$ cat src/core/crs_pkg.sv
// Package: register set constants, flag layout, port structs
package crs_pkg;
   localparam int DATA_W = 16;
   localparam int ADDR_W = 20;
   localparam int PRIO_W = 3;
   localparam int FLAG_W = 11;
   localparam int SEL_W = 5;
   localparam int SWI_LAST = 31;
   localparam logic [4:0] SEL_DATA0 = 5'h00;
   localparam logic [4:0] SEL_DATA1 = 5'h01;
   localparam logic [4:0] SEL_DATA2 = 5'h02;
   localparam logic [4:0] SEL_DATA3 = 5'h03;
   localparam logic [4:0] SEL_ADDR0 = 5'h04;
   localparam logic [4:0] SEL_ADDR1 = 5'h05;
   localparam logic [4:0] SEL_FRAME = 5'h06;
   localparam logic [4:0] SEL_VTB = 5'h07;
   localparam logic [4:0] SEL_PC = 5'h08;
   localparam logic [4:0] SEL_USP = 5'h09;
   localparam logic [4:0] SEL_ISP = 5'h0A;
   localparam logic [4:0] SEL_SB = 5'h0B;
   localparam logic [4:0] SEL_FLAGS = 5'h0C;
   localparam logic [4:0] SEL_SP = 5'h0D;
   localparam logic [4:0] SEL_D0_UP = 5'h0E;
   localparam logic [4:0] SEL_D0_LO = 5'h0F;
   localparam logic [4:0] SEL_D1_UP = 5'h10;
   localparam logic [4:0] SEL_D1_LO = 5'h11;
   localparam logic [4:0] SEL_PAIR_LO = 5'h12;
   localparam logic [4:0] SEL_PAIR_HI = 5'h13;
   localparam logic [4:0] SEL_APAIR = 5'h14;
   localparam int FB_CARRY = 0;
   localparam int FB_DEBUG = 1;
   localparam int FB_ZERO = 2;
   localparam int FB_SIGN = 3;
   localparam int FB_BANK = 4;
   localparam int FB_OVF = 5;
   localparam int FB_IEN = 6;
   localparam int FB_STACK = 7;
   localparam int FB_IPL_LO = 8;
   localparam logic [10:0] FLAG_WMASK = 11'h7FF;
   localparam logic [10:0] FLAG_RST = 11'h000;
   localparam logic [15:0] DATA_RST = 16'h0000;
   localparam logic [19:0] ADDR_RST = 20'h00000;

   typedef struct packed {
      logic carry;
      logic zero;
      logic sign;
      logic ovf;
   } crs_alu_flags_t;

   typedef struct packed {
      logic hw_accept;
      logic sw_exec;
      logic [5:0] sw_num;
   } crs_irq_evt_t;
endpackage : crs_pkg

$ cat src/core/crs_bank.sv
// One register bank: four data, two address and the frame base register
`timescale 1ns/10ps
`default_nettype none
module crs_bank #(
   parameter int W = 16
) (
   input wire logic clk, // core clock
   input wire logic rst, // async reset, high
   input wire logic [2:0] wr_idx, // register index within bank
   input wire logic [1:0] wr_be, // byte enables upper/lower
   input wire logic wr_en, // write this bank
   input wire logic [W-1:0] wr_data, // write data
   input wire logic hi_en, // second write, pair upper half
   input wire logic [2:0] hi_idx, // second write index
   input wire logic [W-1:0] hi_data, // second write data
   output logic [7*W-1:0] regs_q // all seven registers, index 0 lowest
);
   logic [W-1:0] mem_r [7];

   genvar g;
   generate
      for (g = 0; g < 7; g++)
      begin : g_reg
         wire hit_lo = wr_en && wr_idx == 3'(g);
         wire hit_hi = hi_en && hi_idx == 3'(g);
         always_ff @(posedge clk or posedge rst)
         begin
            if (rst)
               mem_r[g] <= '0;
            else if (hit_hi)
               mem_r[g] <= hi_data;
            else if (hit_lo)
            begin
               if (wr_be[0])
                  mem_r[g][7:0] <= wr_data[7:0];
               if (wr_be[1])
                  mem_r[g][W-1:8] <= wr_data[W-1:8];
            end
         end
         assign regs_q[g*W +: W] = mem_r[g];
      end
   endgenerate
endmodule : crs_bank
`default_nettype wire

$ cat src/core/crs_regset.sv
// Programmer-visible register set with flag word and interrupt gating
// Function
// - Thirteen visible registers, banked ones counted once
// - Data, address, frame base form one bank
// - Bank flag picks bank zero or one
// - Data regs 16-bit; first two byte-addressable
// - Data pairs form 32-bit operands
// - Address regs 16-bit, pairable as 32-bit
// - Frame base 16-bit frame-relative base
// - Vector table base 20-bit
// - Program counter 20-bit, next instruction
// - Separate 16-bit user and interrupt stack pointers
// - Stack flag 0 interrupt, 1 user
// - Static base 16-bit
// - Flag word is 11 bits
// - Carry captures ALU carry, borrow, shift-out
// - Zero flag set on zero result
// - Sign flag set on negative result
// - Overflow flag set on overflow
// - Interrupt enable gates maskable interrupts
// - Any accepted interrupt clears interrupt enable
// - Stack flag cleared on hw or low soft interrupt
// - Three-bit priority; admit only strictly higher
`timescale 1ns/10ps
`default_nettype none
module crs_regset #(
   parameter int DW = crs_pkg::DATA_W,
   parameter int AW = crs_pkg::ADDR_W
) (
   input wire logic clk, // core clock, 100 MHz
   input wire logic rst, // async reset, high
   input wire logic [4:0] reg_sel, // register select for access
   input wire logic [31:0] reg_wdata, // write data, pairs use all 32 bits
   input wire logic reg_we, // write strobe
   input wire logic reg_re, // read strobe
   output logic [31:0] reg_rdata, // read data, cycle after strobe
   input wire logic pc_load, // execution unit loads next PC
   input wire logic [19:0] pc_next, // next instruction address
   input wire logic alu_upd, // ALU result flags valid
   input wire crs_pkg::crs_alu_flags_t alu_flags, // ALU flag outcomes
   input wire logic irq_req, // maskable interrupt pending
   input wire logic [2:0] irq_prio, // its priority level
   input wire crs_pkg::crs_irq_evt_t irq_evt, // accept / soft interrupt event
   output logic irq_admit, // request may be accepted
   output logic bank_sel, // active bank
   output logic [15:0] sp_active, // active stack pointer
   output logic [10:0] flags_q // flag word
);
   logic [10:0] flags_r;
   logic [19:0] vtb_r;
   logic [19:0] pc_r;
   logic [15:0] usp_r;
   logic [15:0] isp_r;
   logic [15:0] sb_r;
   logic [31:0] rdata_r;
   logic [7*DW-1:0] bank0_q;
   logic [7*DW-1:0] bank1_q;

   // Register selects decoded once
   wire is_bankreg = reg_sel <= crs_pkg::SEL_FRAME;
   wire is_d0up = reg_sel == crs_pkg::SEL_D0_UP;
   wire is_d0lo = reg_sel == crs_pkg::SEL_D0_LO;
   wire is_d1up = reg_sel == crs_pkg::SEL_D1_UP;
   wire is_d1lo = reg_sel == crs_pkg::SEL_D1_LO;
   wire is_byte = is_d0up | is_d0lo | is_d1up | is_d1lo;
   wire is_plo = reg_sel == crs_pkg::SEL_PAIR_LO;
   wire is_phi = reg_sel == crs_pkg::SEL_PAIR_HI;
   wire is_apr = reg_sel == crs_pkg::SEL_APAIR;
   wire is_pair = is_plo | is_phi | is_apr;
   wire bank_flag = flags_r[crs_pkg::FB_BANK];
   wire stk_flag = flags_r[crs_pkg::FB_STACK];

   // Bank write port: low word index and byte enables
   wire [2:0] byte_idx = (is_d0up | is_d0lo) ? 3'h0 : 3'h1;
   wire [2:0] lo_idx = is_byte ? byte_idx :
      is_plo ? 3'h0 : is_phi ? 3'h1 : is_apr ? 3'h4 : reg_sel[2:0];
   wire [2:0] hi_idx = is_plo ? 3'h2 : is_phi ? 3'h3 : 3'h5;
   wire [7:0] wbyte = reg_wdata[7:0];
   wire [15:0] lo_data = is_byte ? {wbyte, wbyte} : reg_wdata[15:0];
   wire [1:0] lo_be = (is_d0up | is_d1up) ? 2'b10 :
      (is_d0lo | is_d1lo) ? 2'b01 : 2'b11;
   wire bank_wr = reg_we & (is_bankreg | is_byte | is_pair);
   wire wr_b0 = bank_wr & ~bank_flag;
   wire wr_b1 = bank_wr & bank_flag;

   // Two identical banks
   crs_bank #(.W(DW)) u_bank0 (
      .clk(clk),
      .rst(rst),
      .wr_idx(lo_idx),
      .wr_be(lo_be),
      .wr_en(wr_b0),
      .wr_data(lo_data),
      .hi_en(wr_b0 & is_pair),
      .hi_idx(hi_idx),
      .hi_data(reg_wdata[31:16]),
      .regs_q(bank0_q)
   );

   crs_bank #(.W(DW)) u_bank1 (
      .clk(clk),
      .rst(rst),
      .wr_idx(lo_idx),
      .wr_be(lo_be),
      .wr_en(wr_b1),
      .wr_data(lo_data),
      .hi_en(wr_b1 & is_pair),
      .hi_idx(hi_idx),
      .hi_data(reg_wdata[31:16]),
      .regs_q(bank1_q)
   );

   wire [7*DW-1:0] act_q = bank_flag ? bank1_q : bank0_q;
   wire [15:0] act_d0 = act_q[0*DW +: DW];
   wire [15:0] act_d1 = act_q[1*DW +: DW];
   wire [15:0] act_d2 = act_q[2*DW +: DW];
   wire [15:0] act_d3 = act_q[3*DW +: DW];
   wire [15:0] act_a0 = act_q[4*DW +: DW];
   wire [15:0] act_a1 = act_q[5*DW +: DW];
   wire [15:0] act_fb = act_q[6*DW +: DW];

   // Flag word update; hardware events take priority over software writes
   wire flag_wr = reg_we & (reg_sel == crs_pkg::SEL_FLAGS);
   wire sw_low = irq_evt.sw_exec && irq_evt.sw_num <= 6'(crs_pkg::SWI_LAST);
   wire any_accept = irq_evt.hw_accept | irq_evt.sw_exec;
   wire clr_stk = irq_evt.hw_accept | sw_low;
   wire [10:0] flag_wv = (flags_r & ~crs_pkg::FLAG_WMASK) |
      (reg_wdata[10:0] & crs_pkg::FLAG_WMASK);
   logic [10:0] flags_nxt;
   always_comb
   begin
      flags_nxt = flag_wr ? flag_wv : flags_r;
      if (alu_upd)
      begin
         flags_nxt[crs_pkg::FB_CARRY] = alu_flags.carry;
         flags_nxt[crs_pkg::FB_ZERO] = alu_flags.zero;
         flags_nxt[crs_pkg::FB_SIGN] = alu_flags.sign;
         flags_nxt[crs_pkg::FB_OVF] = alu_flags.ovf;
      end
      if (any_accept)
         flags_nxt[crs_pkg::FB_IEN] = 1'b0;
      if (clr_stk)
         flags_nxt[crs_pkg::FB_STACK] = 1'b0;
   end

   // Stack pointer select: SP alias goes to the active pointer
   wire sp_wr = reg_we & (reg_sel == crs_pkg::SEL_SP);
   wire usp_wr = (reg_we & (reg_sel == crs_pkg::SEL_USP)) | (sp_wr & stk_flag);
   wire isp_wr = (reg_we & (reg_sel == crs_pkg::SEL_ISP)) | (sp_wr & ~stk_flag);
   wire vtb_wr = reg_we & (reg_sel == crs_pkg::SEL_VTB);
   wire pc_wr = reg_we & (reg_sel == crs_pkg::SEL_PC);
   wire sb_wr = reg_we & (reg_sel == crs_pkg::SEL_SB);
   // Execution unit PC load wins over a software write in the same cycle
   wire [19:0] pc_nxt = pc_load ? pc_next : pc_wr ? reg_wdata[19:0] : pc_r;

   always_ff @(posedge clk or posedge rst)
   begin
      if (rst)
      begin
         flags_r <= crs_pkg::FLAG_RST;
         pc_r <= crs_pkg::ADDR_RST;
      end
      else
      begin
         flags_r <= flags_nxt;
         pc_r <= pc_nxt;
      end
   end

   always_ff @(posedge clk or posedge rst)
   begin
      if (rst)
         vtb_r <= crs_pkg::ADDR_RST;
      else if (vtb_wr)
         vtb_r <= reg_wdata[19:0];
   end

   always_ff @(posedge clk or posedge rst)
   begin
      if (rst)
      begin
         usp_r <= crs_pkg::DATA_RST;
         isp_r <= crs_pkg::DATA_RST;
      end
      else
      begin
         if (usp_wr)
            usp_r <= reg_wdata[15:0];
         if (isp_wr)
            isp_r <= reg_wdata[15:0];
      end
   end

   always_ff @(posedge clk or posedge rst)
   begin
      if (rst)
         sb_r <= crs_pkg::DATA_RST;
      else if (sb_wr)
         sb_r <= reg_wdata[15:0];
   end

   // Read mux; thirteen distinct registers plus their aliases
   logic [31:0] rd_mux;
   always_comb
   begin
      unique case (reg_sel)
         crs_pkg::SEL_DATA0: rd_mux = {16'h0000, act_d0};
         crs_pkg::SEL_DATA1: rd_mux = {16'h0000, act_d1};
         crs_pkg::SEL_DATA2: rd_mux = {16'h0000, act_d2};
         crs_pkg::SEL_DATA3: rd_mux = {16'h0000, act_d3};
         crs_pkg::SEL_ADDR0: rd_mux = {16'h0000, act_a0};
         crs_pkg::SEL_ADDR1: rd_mux = {16'h0000, act_a1};
         crs_pkg::SEL_FRAME: rd_mux = {16'h0000, act_fb};
         crs_pkg::SEL_VTB: rd_mux = {12'h000, vtb_r};
         crs_pkg::SEL_PC: rd_mux = {12'h000, pc_r};
         crs_pkg::SEL_USP: rd_mux = {16'h0000, usp_r};
         crs_pkg::SEL_ISP: rd_mux = {16'h0000, isp_r};
         crs_pkg::SEL_SB: rd_mux = {16'h0000, sb_r};
         crs_pkg::SEL_FLAGS: rd_mux = {21'h000000, flags_r};
         crs_pkg::SEL_SP: rd_mux = {16'h0000, sp_active};
         crs_pkg::SEL_D0_UP: rd_mux = {24'h000000, act_d0[15:8]};
         crs_pkg::SEL_D0_LO: rd_mux = {24'h000000, act_d0[7:0]};
         crs_pkg::SEL_D1_UP: rd_mux = {24'h000000, act_d1[15:8]};
         crs_pkg::SEL_D1_LO: rd_mux = {24'h000000, act_d1[7:0]};
         crs_pkg::SEL_PAIR_LO: rd_mux = {act_d2, act_d0};
         crs_pkg::SEL_PAIR_HI: rd_mux = {act_d3, act_d1};
         crs_pkg::SEL_APAIR: rd_mux = {act_a1, act_a0};
         default: rd_mux = 32'h00000000;
      endcase
   end

   // Read data holds for exactly the cycle after the strobe
   always_ff @(posedge clk or posedge rst)
   begin
      if (rst)
         rdata_r <= 32'h00000000;
      else
         rdata_r <= reg_re ? rd_mux : 32'h00000000;
   end

   assign reg_rdata = rdata_r;
   assign sp_active = stk_flag ? usp_r : isp_r;
   assign bank_sel = bank_flag;
   assign flags_q = flags_r;
   // Debug flag is passed through untouched; software keeps it clear
   assign irq_admit = irq_req & flags_r[crs_pkg::FB_IEN] &
      (irq_prio > flags_r[crs_pkg::FB_IPL_LO +: crs_pkg::PRIO_W]);
endmodule : crs_regset
`default_nettype wire

$ cat config.mk
export PLATFORM = sky130hd
export DESIGN_NAME = crs_regset
export DESIGN_NICKNAME = d
export VERILOG_FILES = /design/src/core/crs_pkg.sv /design/src/core/crs_bank.sv /design/src/core/crs_regset.sv
export SDC_FILE = /design/constraint.sdc
export NUM_CORES = 1
export LEC_CHECK = 0
export ABC_AREA = 1
export BUFFER_PORTS_ARGS = -buffer_cell sky130_fd_sc_hd__buf_2
export CAP_MARGIN = 20
export CELL_PAD_IN_SITES_DETAIL_PLACEMENT = 1
export CELL_PAD_IN_SITES_GLOBAL_PLACEMENT = 1
export CORE_UTILIZATION = 47
export DETAILED_ROUTE_END_ITERATION = 10
export PLACE_DENSITY_LB_ADDON = 0.2
export SLEW_MARGIN = 20
export SYNTH_ARGS = -nofsm -noshare
export SYNTH_HDL_FRONTEND = slang
export SYNTH_HIERARCHICAL = 1
export SYNTH_SLANG_ARGS = --single-unit
export TNS_END_PERCENT = 30
$ cat constraint.sdc
create_clock -name clk -period 6.51 [get_ports clk]
set_input_delay 0.651 -clock clk [delete_from_list [all_inputs] [get_ports clk]]
set_output_delay 0.651 -clock clk [all_outputs]
set_load 0.005 [all_outputs]
==> impl_summary.log, run 1 <==
[metrics] time the worst path needs with I/O delays and setup: 4.54 ns
[metrics] final wirelength: 98.3 mm
[metrics] number of warning messages in the yosys log: 6
[metrics] total power density per cell area: 292 nW/um^2
[metrics] floorplan die area: 47300 um^2
[metrics] Layout Utilization: 0.531
[metrics] Rel. slew slack: 0.169
[metrics] average routed wire per standard cell: 23.9 um
[metrics] Worst Setup Path Type: reg2reg
[metrics] buffers inserted during post-CTS setup optimization: 0
[metrics] fin nets: 3567
[metrics] Worst VDD drop: about 250 uV
[metrics] worst reg2reg setup slack: 1.97 ns
[metrics] Via Count: approximately 25000
[metrics] Final setup viols: 0
[metrics] pins over their slew limit: 0
[metrics] critical path peak fanout: just under 70
[metrics] drt first pass iters: 5
[metrics] worst reg-to-reg path cell count: 9
[metrics] setup total negative slack: 0 ns
[metrics] CTS hold repair buffers: 0
[metrics] number of hold violations in the final report: 0
[metrics] count of nets left with antenna violations after detail routing: 0
[metrics] worst slack on hold paths: between 0.2 and 0.25 ns
[metrics] Total Routing Usage GR: 0.415
[metrics] overall die width: 217 um
[metrics] Crit Reg-Reg Startpoint: flags_q[4]
[metrics] cell at the slowest stage of the critical path: sky130_fd_sc_hd__dfrtp_4
[metrics] placed wire-length estimate: 68.8 mm
[metrics] most common library cell in the layout ignoring fill and taps: sky130_fd_sc_hd__nand2_1
[metrics] transition at the pin with the smallest max-transition slack: 1.25 ns
[metrics] arrival time at the worst endpoint: between 5 and 6 ns
[metrics] DP Area: ~23000 um^2
[metrics] leakage power figure: 13.8 nW
[metrics] fraction of layout cells with a size suffix above 1: 0.0913
[metrics] TritonCTS Sinks: 355
[metrics] filler-free cell count of the finished design: 4123
[metrics] largest net degree at the start of global routing: 78
[metrics] cell count along the critical path: 9
[metrics] global-route wire length before repair: 148 mm
[metrics] Tightest Hold Check Type: in2async
[metrics] Vert. Die Dim: 217 um
[metrics] starting density of the core: 0.478
[metrics] row cnt: 78
[metrics] final design instance area without fill: 24200 um^2
[metrics] Seq/Total Area, Yosys: 0.407
[metrics] clock slew seen by the registers of the worst setup and hold paths: 0.06 ns
[metrics] remaining global-route overflow: 0
[metrics] input/output buffers: approximately 130
[metrics] via/cell ratio: 5.98
[metrics] synthesized area: about 22000 um^2
[metrics] First DRT Iteration DRCs: 2970
[metrics] layout overhead on the synthesized area: 11.0%
[metrics] post-cts gate resize count: 0
[metrics] number of flip-flops and latches in the synthesized netlist: ~360
[metrics] RSZ-0062 raised after global routing: no
[metrics] endpoint of the lowest-slack register-to-register path: u_bank1/regs_q[35]
[metrics] TritonCTS clock tree: done
[metrics] via count of the first global-routing pass: around 25000
[metrics] maximum clock insertion buffer count: 3
[metrics] max-cap check violation count: 0
[metrics] source-to-sink clock delay at the later pin of the worst-skew pair: 0.59 ns
[metrics] most frequent CP cell: sky130_fd_sc_hd__nand2_1
[metrics] final weighted congestion in routability-driven placement: about 1.1
[metrics] worst-path cell chain: clkinv_2 -> buf_4 -> nor2_1 -> inv_1 -> nor2_2 -> nand3_2 -> nand2_1 -> nand2_1 -> nand2_1
[metrics] H-Tree Depth: 2
[metrics] routing usage on met3: 0.0999
[metrics] most used routing layer in global routing: met2
[metrics] data required time of the worst path: 7.03 ns
[metrics] cell class contributing the biggest share of worst-path delay: simple AND/OR/NAND/NOR gates
[metrics] met2 usage in global routing: 0.632
[metrics] Achievable Freq: 220 MHz
[metrics] post-route clock period utilization: 0.698
[metrics] number of top-level pins: 140
[metrics] Buffers & Inverters on Critical Path: 3
[metrics] total nets after synthesis: 3515
[metrics] root buffer selected by CTS: sky130_fd_sc_hd__clkbuf_16
[metrics] post-synthesis cell type count: 32
[metrics] met1 Usage GRT: 0.539
[metrics] Critical path origin: flags_q[4]
[metrics] number of buffers inserted during clock tree synthesis: 42
[metrics] Cells after Synth: ~3400
[metrics] highest-count cells in the layout ignoring fill and taps: 1834 x sky130_fd_sc_hd__nand2_1, 412 x sky130_fd_sc_hd__nand3_1, 354 x sky130_fd_sc_hd__dfrtp_1
[metrics] Post-Syn Area per Cell: 6.35 um^2
[metrics] number of design rule violations left after detail routing: 0
[metrics] Placed Instances: 4039
[metrics] startpoint type of the worst setup path: flip-flop
[metrics] type of element capturing the critical path: flip-flop
[metrics] maximum cell stage delay along the critical path: roughly 0.86 ns
[metrics] result of the run: finished, final reports clean
[metrics] critical path endpoint: u_bank1/regs_q[35]
[metrics] Clock Skew: roughly 0.021 ns
[metrics] core region area: between 40000 and 50000 um^2
[metrics] number of antenna violations at the first check in global routing: 6
-- final cells by class --
class | instances | area (um^2)
Inverter | 182 | 694
Clock buffer | 63 | 1210
Multi-Input combinational cell | 2740 | 11600
Clock inverter | 12 | 168
Fill cell | 6225 | 21400
Timing Repair Buffer | 164 | 923
Antenna cell | 7 | 17.5
Sequential cell | 355 | 8890
Tap cell | 600 | 751
-- how the worst min path moves through the flow --
stage	from	end	slack, ns	cells past startpoint
2_1_floorplan	isp_r[9]	isp_r[9]	0.45	2
3_3_place_gp	sb_r[2]	sb_r[2]	0.47	2
3_5_place_dp	vtb_r[9]	vtb_r[9]	0.47	2
4_1_cts	rst	usp_r[13]	0.22	2
5_1_grt	rst	isp_r[3]	0.26	2
6_report	rst	isp_r[3]	0.20	2
-- worst register-to-register path, cell delays in order, from the launching register on --
cell and delay, ns:
sky130_fd_sc_hd__dfrtp_4 0.86, sky130_fd_sc_hd__clkinv_2 0.89, sky130_fd_sc_hd__buf_4 0.65, sky130_fd_sc_hd__nor2_1 0.27, sky130_fd_sc_hd__inv_1 0.07, sky130_fd_sc_hd__nor2_2 0.50
sky130_fd_sc_hd__nand3_2 0.47, sky130_fd_sc_hd__nand2_1 0.54, sky130_fd_sc_hd__nand2_1 0.14, sky130_fd_sc_hd__nand2_1 0.09
-- power by group --
| group | total (mW) | switching (mW) | internal [mW] |
|---|---|---|---|
| Combinational | 1.69 | 1.22 | 0.473 |
| Sequential | 2.93 | 0.288 | 2.64 |
| Clock | 2.45 | 1.00 | 1.44 |
-- metal layers --
metal,wire length (um),up-vias
li1,-,10869
met1,38900,12049
met2,43200,1384
met3,10600,337
met4,5700,2
met5,15,-
-- registers in the layout, indices dropped and copies added (netlist names) --
| name | flops |
|---|---|
| sb_r | 16 |
| u_bank1/regs_q | 112 |
| pc_r | 20 |
| usp_r | 16 |
| isp_r | 16 |
| reg_rdata | 32 |
| flags_q | 11 |
| vtb_r | 20 |
| u_bank0/regs_q | 112 |
-- cell usage after synthesis --
cell type / number / area, um^2
sky130_fd_sc_hd__nand2_2: 15 / 93.8
sky130_fd_sc_hd__nor2_4: 6 / 67.6
sky130_fd_sc_hd__nand2_1: 1835 / 6890
sky130_fd_sc_hd__or2_2: 6 / 37.5
sky130_fd_sc_hd__ha_1: 3 / 37.5
sky130_fd_sc_hd__a211oi_1: 1 / 7.51
sky130_fd_sc_hd__a21boi_0: 6 / 45.0
sky130_fd_sc_hd__nor2_1: 199 / 747
sky130_fd_sc_hd__o211a_1: 1 / 10.0
sky130_fd_sc_hd__nand3_1: 412 / 2060
sky130_fd_sc_hd__o21ai_0: 130 / 651
sky130_fd_sc_hd__inv_2: 13 / 48.8
sky130_fd_sc_hd__clkinv_1: 1 / 3.75
sky130_fd_sc_hd__nand3_2: 21 / 210
sky130_fd_sc_hd__inv_1: 168 / 631
sky130_fd_sc_hd__nor2_2: 21 / 131
sky130_fd_sc_hd__o31ai_1: 1 / 7.51
sky130_fd_sc_hd__o211ai_1: 9 / 67.6
sky130_fd_sc_hd__o22ai_1: 3 / 18.8
sky130_fd_sc_hd__o21ai_1: 19 / 95.1
sky130_fd_sc_hd__a21oi_1: 28 / 140
sky130_fd_sc_hd__mux2i_1: 2 / 20.0
sky130_fd_sc_hd__clkbuf_1: 59 / 221
sky130_fd_sc_hd__buf_2: 82 / 410
sky130_fd_sc_hd__nor3_1: 5 / 25.0
sky130_fd_sc_hd__dfrtp_1: 355 / 8880
sky130_fd_sc_hd__a31oi_1: 6 / 37.5
sky130_fd_sc_hd__buf_4: 4 / 30.0
sky130_fd_sc_hd__clkbuf_8: 4 / 55.1
sky130_fd_sc_hd__a311oi_1: 1 / 8.76
sky130_fd_sc_hd__buf_1: 7 / 26.3
sky130_fd_sc_hd__o311ai_0: 10 / 87.6
-- kinds of logic after synthesis --
kind of cell / after synthesis / share of synthesized area
flops: 355 / 0.407
mux: 2 / 0.000918
compound gates: 215 / 0.0539
buf+inv: 338 / 0.0654
simple gates: 2520 / 0.471
fa+ha+maj: 3 / 0.00172
-- stage by stage --
| step | setup slack [ns] | power [mW] |
|---|---|---|
| after floorplan | 2.36 | 3.83 |
| final | 1.97 | 7.07 |
| after global placement | 1.84 | 4.46 |
| after CTS | 2.18 | 7.00 |
| after global routing | 1.82 | 7.33 |
| after detailed placement | 1.69 | 4.56 |
Note: power is estimated with default switching activity, not from simulation.
==> inputs of run 2 (changes only) <==
--- a/config.mk
+++ b/config.mk
@@ -10,7 +10,7 @@
 export CAP_MARGIN = 20
 export CELL_PAD_IN_SITES_DETAIL_PLACEMENT = 1
 export CELL_PAD_IN_SITES_GLOBAL_PLACEMENT = 1
-export CORE_UTILIZATION = 47
+export CORE_UTILIZATION = 40
 export DETAILED_ROUTE_END_ITERATION = 10
 export PLACE_DENSITY_LB_ADDON = 0.2
 export SLEW_MARGIN = 20
==> constraint.sdc (replaced) <==
create_clock -name clk -period 3.85 [get_ports clk]
set_input_delay 0.385 -clock clk [delete_from_list [all_inputs] [get_ports clk]]
set_output_delay 0.385 -clock clk [all_outputs]
set_load 0.005 [all_outputs]
==> impl_summary.log, run 2 (synthesized netlist as in run 1, its figures left out) <==
[metrics] result of the run: finished, final reports clean
[metrics] most frequent CP cell: sky130_fd_sc_hd__nand2_1
[metrics] Achievable Freq: 294 MHz (+34%)
[metrics] cell count along the critical path: 10 (+1)
[metrics] proportion of power drawn by the clock network: 0.341 (-0.005)
[metrics] setup total negative slack: 0 ns (unchanged)
[metrics] Vert. Die Dim: 235 um (+8.3%)
[metrics] worst reg2reg setup slack: 0.45 ns (-1.52 ns)
[metrics] Buffers & Inverters on Critical Path: 4 (+1)
[metrics] largest net degree at the start of global routing: 65 (-17%)
[metrics] overall die width: 235 um (+8.3%)
[metrics] H-Tree Depth: 2 (unchanged)
[metrics] Rel. slew slack: 0.259 (+0.0894)
[metrics] switching portion of total power: 0.361 (+0.00608)
[metrics] worst-path cell chain: buf_12 -> nand3_1 -> inv_1 -> inv_1 -> nor2_4 -> buf_4 -> nand2_2 -> nand2_1 -> nand2_1 -> nand2_1
[metrics] TritonCTS clock tree: done
[metrics] Tightest Hold Check Type: in2reg
[metrics] count of nets left with antenna violations after detail routing: 0 (unchanged)
[metrics] power share of the sequential group: 0.413 (-0.002)
[metrics] core region area: 53800 um^2 (+18%)
[metrics] Crit Reg-Reg Startpoint: flags_q[4]
[metrics] final wirelength: 104 mm (+5.7%)
[metrics] number of hold violations in the final report: 0 (unchanged)
[metrics] Internal: 7.66 mW (+68%)
[metrics] floorplan die area: 55500 um^2 (+17%)
[metrics] clock slew seen by the registers of the worst setup and hold paths: 0.06 ns (about the same)
[metrics] hold-critical path endpoint: pc_r[11]
[metrics] pins over their slew limit: 0 (unchanged)
[metrics] most common library cell in the layout ignoring fill and taps: sky130_fd_sc_hd__nand2_1
[metrics] RSZ-0062 raised after global routing: no
[metrics] final weighted congestion in routability-driven placement: 1.01 (-4.0%)
[metrics] Clock Skew: 0.0203 ns (-0.000945 ns)
[metrics] post-route clock period utilization: 0.883 (+0.185)
[metrics] number of fill cells in the layout: 7211 (+16%)
[metrics] average routed wire per standard cell: 24.4 um (+2.4%)
[metrics] DP Area: 23200 um^2 (+2.0%)
[metrics] instance count along the most critical hold path: 3
[metrics] via/cell ratio: 5.73 (-4.1%)
[metrics] remaining global-route overflow: 0 (unchanged)
[metrics] First DRT Iteration DRCs: 2491 (-16%)
[metrics] Final setup viols: 0 (unchanged)
[metrics] total power density per cell area: 487 nW/um^2 (+67%)
[metrics] source-to-sink clock delay at the later pin of the worst-skew pair: 0.59 ns (about the same)
[metrics] worst reg-to-reg path cell count: 10 (+1)
[metrics] starting density of the core: 0.405 (-0.0732)
[metrics] critical path peak fanout: 64 (-5.9%)
[metrics] final design instance area without fill: 24600 um^2 (+1.6%)
[metrics] layout overhead on the synthesized area: 12.9%
[metrics] Total Routing Usage GR: 0.373 (-0.0420)
[metrics] maximum cell stage delay along the critical path: 0.70 ns (-0.16 ns)
[metrics] max-cap check violation count: 0 (unchanged)
[metrics] Worst VDD drop: 287 uV (+16%)
[metrics] data required time of the worst path: 4.37 ns (-2.66 ns)
[metrics] Layout Utilization: 0.457 (-0.0739)
[metrics] TritonCTS Sinks: 355 (unchanged)
[metrics] Via Count: 24396 (-0.99%)
[metrics] via count of the first global-routing pass: 24297 (-1.9%)
[metrics] Worst Setup Path Type: reg2reg
[metrics] type of element capturing the critical path: flip-flop
[metrics] root buffer selected by CTS: sky130_fd_sc_hd__clkbuf_16
[metrics] number of top-level pins: 140 (unchanged)
[metrics] post-cts gate resize count: 0 (unchanged)
[metrics] number of design rule violations left after detail routing: 0 (unchanged)
[metrics] transition at the pin with the smallest max-transition slack: 1.11 ns (-0.137 ns)
[metrics] maximum clock insertion buffer count: 3 (unchanged)
[metrics] cell class contributing the biggest share of worst-path delay: simple AND/OR/NAND/NOR gates
[metrics] worst slack at placement: 0.165 ns (-1.52 ns)
[metrics] hold path start: pc_next[11]
[metrics] drt first pass iters: 5 (unchanged)
[metrics] switching component of the power: 4.32 mW (+72%)
[metrics] fraction of layout cells with a size suffix above 1: 0.102 (+0.0102)
[metrics] row cnt: 85 (+9.0%)
[metrics] leakage power figure: 14.0 nW (+1.4%)
[metrics] endpoint of the lowest-slack register-to-register path: u_bank1/regs_q[3]
[metrics] global-route wire length before repair: 155 mm (+4.8%)
[metrics] Logic pwr share: 0.247 (+0.008)
[metrics] cell at the slowest stage of the critical path: sky130_fd_sc_hd__dfrtp_4
[metrics] highest-count cells in the layout ignoring fill and taps: 1834 x sky130_fd_sc_hd__nand2_1, 412 x sky130_fd_sc_hd__nand3_1, 354 x sky130_fd_sc_hd__dfrtp_1
[metrics] placed wire-length estimate: 74.1 mm (+7.8%)
[metrics] arrival time at the worst endpoint: 3.92 ns (-1.14 ns)
[metrics] startpoint type of the worst setup path: flip-flop
[metrics] time the worst path needs with I/O delays and setup: 3.40 ns (-1.14 ns)
[metrics] total power after layout: 12.0 mW (+70%)
[metrics] fin nets: 3609 (+1.2%)
[metrics] number of buffers inserted during clock tree synthesis: 44 (+4.8%)
[metrics] final worst setup slack: 0.450 ns (-1.52 ns)
[metrics] number of antenna violations at the first check in global routing: 3 (-3)
[metrics] input/output buffers: 134 (unchanged)
==> run 2: changes by cell type in the layout (fill, tap and decap cells not counted), sizes merged <==
cell and delta:
clkinv +4, dlygate4sd3 +1, diode -4, buf +39, bufinv -3, clkinvlp +1
inv -2
==> run 2: worst reg2reg max path, delay by kind of cell, from the launching register on <==
kind                   cells  cell delay, ns
AND/OR/NAND/NOR            6            1.54
buffers and inverters      4            1.12
flip-flops                 1            0.70
==> run 2: metrics by stage <==
stage	std cells	hold slack (ns)
after floorplan	3433	0.453
after global placement	4175	0.466
after detailed placement	4175	0.477
after CTS	4250	0.0121
after global routing	4252	0.0377
final	4255	0.0315
==> run 2: per-layer routing <==
metal / vias to the layer above / part of all wire / GRT usage
met3: 249 / 0.082 / 0.0675
met5: - / 0.00012 / 0
li1: 10939 / - / -
met4: 2 / 0.046 / 0.166
met2: 1080 / 0.45 / 0.577
met1: 12126 / 0.42 / 0.508
==> run 2: power groups by stage <==
stage / clock, mW / sequential (mW) / combinational [mW]
6_report: 4.08 / 4.94 / 2.96
5_1_grt: 4.25 / 5.03 / 3.19
4_1_cts: 4.12 / 4.94 / 2.87
3_5_place_dp: 0 / 5.00 / 2.85
3_3_place_gp: 0 / 4.96 / 2.75
2_1_floorplan: 0 / 4.83 / 1.65
==> run 2: how the worst max path moves through the flow <==
stage                     startpoint           endpoint  slack (ns)
final                     flags_q[4]  u_bank1/regs_q[3]        0.45
after global routing      flags_q[4]  u_bank1/regs_q[3]        0.31
after floorplan                  rst  u_bank0/regs_q[0]        0.51
after detailed placement  reg_sel[3]  u_bank1/regs_q[7]        0.17
after global placement    reg_sel[3]  u_bank1/regs_q[4]        0.31
after CTS                 flags_q[4]  u_bank1/regs_q[3]        0.55
==> run 2: area by class of cell <==
class,instances,area [um^2],area share
Multi-Input combinational cell,2740,11500,0.468
Sequential cell,355,8890,0.361
Timing Repair Buffer,204,1280,0.0521
Clock buffer,63,1250,0.0509
Tap cell,696,871,0.0354
Inverter,182,693,0.0282
Clock inverter,12,88.8,0.00361
Antenna cell,3,7.51,0.000305
==> run 2: repair_timing <==
| action | in CTS | in global routing |
|---|---|---|
| hold buffers | 0 | 1 |
| setup buffers | 0 | 0 |
| hold endpoints to repair | 0 | 2 |
==> inputs of run 3 (changes only) <==
--- a/config.mk
+++ b/config.mk
@@ -13,6 +13,7 @@
 export CORE_UTILIZATION = 40
 export DETAILED_ROUTE_END_ITERATION = 10
 export PLACE_DENSITY_LB_ADDON = 0.2
+export REMOVE_ABC_BUFFERS = 1
 export SLEW_MARGIN = 20
 export SYNTH_ARGS = -nofsm -noshare
 export SYNTH_HDL_FRONTEND = slang
==> impl_summary.log, run 3 (synthesized netlist as in run 1, its figures left out) <==
[metrics] result of the run: finished, final reports clean
[metrics] row cnt: 85 (unchanged)
[metrics] TritonCTS clock tree: done
[metrics] floorplan die area: 55500 um^2 (unchanged)
[metrics] remaining global-route overflow: 0 (unchanged)
[metrics] sequential standard cell area: 8890 um^2 (unchanged)
[metrics] post-route clock period utilization: 0.865 (-0.0183)
[metrics] First DRT Iteration DRCs: 2207 (-11%)
[metrics] most common library cell in the layout ignoring fill and taps: sky130_fd_sc_hd__nand2_1
[metrics] final design instance area without fill: 24800 um^2 (+0.65%)
[metrics] Worst Setup Path Type: reg2out
[metrics] critical path peak fanout: 16 (-75%)
[metrics] input/output buffers: 134 (unchanged)
[metrics] Tightest Hold Check Type: in2reg
[metrics] Worst VDD drop: 337 uV (+17%)
[metrics] maximum clock insertion buffer count: 3 (unchanged)
[metrics] Total Routing Usage GR: 0.379 (+0.00618)
[metrics] Vert. Die Dim: 235 um (unchanged)
[metrics] clock slew seen by the registers of the worst setup and hold paths: 0.06 ns (about the same)
[metrics] startpoint type of the worst setup path: flip-flop
[metrics] DP Area: 23200 um^2 (about the same)
[metrics] Clock Skew: 0.0169 ns (-0.00334 ns)
[metrics] Rel. slew slack: 0.224 (-0.0347)
[metrics] via count of the first global-routing pass: 24756 (+1.9%)
[metrics] largest net degree at the start of global routing: 95 (+46%)
[metrics] layout overhead on the synthesized area: 13.6%
[metrics] H-Tree Depth: 2 (unchanged)
[metrics] fin nets: 3613 (+0.11%)
[metrics] post-cts gate resize count: 0 (unchanged)
[metrics] area taken by multi-input logic gates: 11500 um^2 (about the same)
[metrics] time the worst path needs with I/O delays and setup: 3.33 ns (-0.0703 ns)
[metrics] fraction of layout cells with a size suffix above 1: 0.104 (+0.00283)
[metrics] total power density per cell area: 489 nW/um^2 (+0.52%)
[metrics] number of top-level pins: 140 (unchanged)
[metrics] data required time of the worst path: 3.46 ns (-0.91 ns)
[metrics] root buffer selected by CTS: sky130_fd_sc_hd__clkbuf_16
[metrics] Final setup viols: 0 (unchanged)
[metrics] leakage power figure: 14.1 nW (+0.68%)
[metrics] pins over their slew limit: 0 (unchanged)
[metrics] instance count along the most critical hold path: 3 (unchanged)
[metrics] arrival time at the worst endpoint: 2.94 ns (-0.98 ns)
[metrics] count of nets left with antenna violations after detail routing: 0 (unchanged)
[metrics] number of antenna violations at the first check in global routing: 4 (+1)
[metrics] Via Count: 24490 (+0.39%)
[metrics] final weighted congestion in routability-driven placement: 1.02 (+0.94%)
[metrics] transition at the pin with the smallest max-transition slack: 1.16 ns (+0.0534 ns)
[metrics] number of design rule violations left after detail routing: 0 (unchanged)
[metrics] drt first pass iters: 5 (unchanged)
[metrics] RSZ-0062 raised after global routing: no
[metrics] core region area: 53800 um^2 (unchanged)
[metrics] max-cap check violation count: 0 (unchanged)
[metrics] via/cell ratio: 5.74 (+0.15%)
[metrics] worst reg-to-reg path cell count: 9 (-1)
[metrics] source-to-sink clock delay at the later pin of the worst-skew pair: 0.59 ns (about the same)
[metrics] final wirelength: 105 mm (+1.1%)
[metrics] TritonCTS Sinks: 355 (unchanged)
[metrics] highest-count cells in the layout ignoring fill and taps: 1835 x sky130_fd_sc_hd__nand2_1, 412 x sky130_fd_sc_hd__nand3_1, 354 x sky130_fd_sc_hd__dfrtp_1
[metrics] Achievable Freq: 300 MHz (+2.1%)
[metrics] starting density of the core: 0.405 (unchanged)
[metrics] average routed wire per standard cell: 24.6 um (+0.91%)
[metrics] global-route wire length before repair: 157 mm (+1.4%)
[metrics] number of fill cells in the layout: 7263 (+0.72%)
[metrics] number of buffers inserted during clock tree synthesis: 44 (unchanged)
[metrics] type of element capturing the critical path: primary output
[metrics] placed wire-length estimate: 74.0 mm (-0.15%)
[metrics] total power after layout: 12.1 mW (+1.2%)
[metrics] buffers inserted during post-CTS setup optimization: 0 (unchanged)
[metrics] overall die width: 235 um (unchanged)
[metrics] number of hold violations in the final report: 0 (unchanged)
==> run 3: report_power, final <==
part	switching, mW	internal [mW]	leakage [nW]
registers	0.455	4.47	4.65
clock network	1.79	2.62	0.747
logic	1.95	0.830	8.73
total	4.20	7.92	14.1
==> run 3: critical path, stage by stage (launching register included) <==
cell                      delay (ns)
sky130_fd_sc_hd__dfrtp_1        0.91
sky130_fd_sc_hd__inv_1          0.59
sky130_fd_sc_hd__or2_2          0.43
sky130_fd_sc_hd__o21ai_0        0.20
sky130_fd_sc_hd__inv_1          0.07
sky130_fd_sc_hd__buf_2          0.14
==> run 3: through the flow <==
| stage | setup TNS, ns | instances | utilization | hold WS [ns] | worst slack, ns |
|---|---|---|---|---|---|
| 2_1_floorplan | -172.83 | 3277 | - | 0.453 | -1.11 |
| 3_3_place_gp | 0 | 4179 | 0.431 | 0.467 | 0.464 |
| 3_5_place_dp | 0 | 4179 | 0.431 | 0.474 | 0.348 |
| 4_1_cts | 0 | 4260 | 0.460 | 0.0117 | 0.612 |
| 5_1_grt | 0 | 4262 | 0.460 | 0.0494 | 0.307 |
| 6_report | 0 | 4265 | 0.460 | 0.0238 | 0.520 |
==> run 3: what timing repair did <==
| item | 4_1_cts | 5_1_grt |
|---|---|---|
| hold buffers | 1 | 0 |
| endpoints found under the hold margin | 15 | 0 |
| setup endpoints to repair | 0 | 0 |
==> run 3: path summary, 6_finish.rpt <==
| kind | start | end | slack [ns] |
|---|---|---|---|
| min in group asynchronous | rst | reg_rdata[4] | 0.41 |
| min reg2reg | sb_r[8] | sb_r[8] | 0.49 |
| max in group asynchronous | rst | u_bank0/regs_q[44] | 2.31 |
| max reg2reg | flags_q[4] | u_bank1/regs_q[40] | 0.53 |
| max | flags_q[7] | sp_active[11] | 0.52 |
| min | pc_next[3] | pc_r[3] | 0.02 |
==> run 3: area by class of cell <==
type                       instances  area share
antenna                            4    0.000404
clock buffer                      63      0.0526
clock inverter                    17     0.00803
inverter                         182      0.0280
multi-input combinational       2740       0.465
sequential                       355       0.359
tap                              696      0.0352
timing repair buffer             208      0.0519
==> run 3: layer usage <==
| layer | global-route usage | share of wire | vias up | wire length, um |
|---|---|---|---|---|
| met2 | 0.580 | 0.44 | 1178 | 46000 |
| met4 | 0.224 | 0.063 | 2 | 6650 |
| met1 | 0.503 | 0.42 | 12039 | 43700 |
| li1 | - | - | 10961 | - |
| met3 | 0.0644 | 0.083 | 310 | 8750 |
| met5 | 0 | 0.00012 | - | 13 |
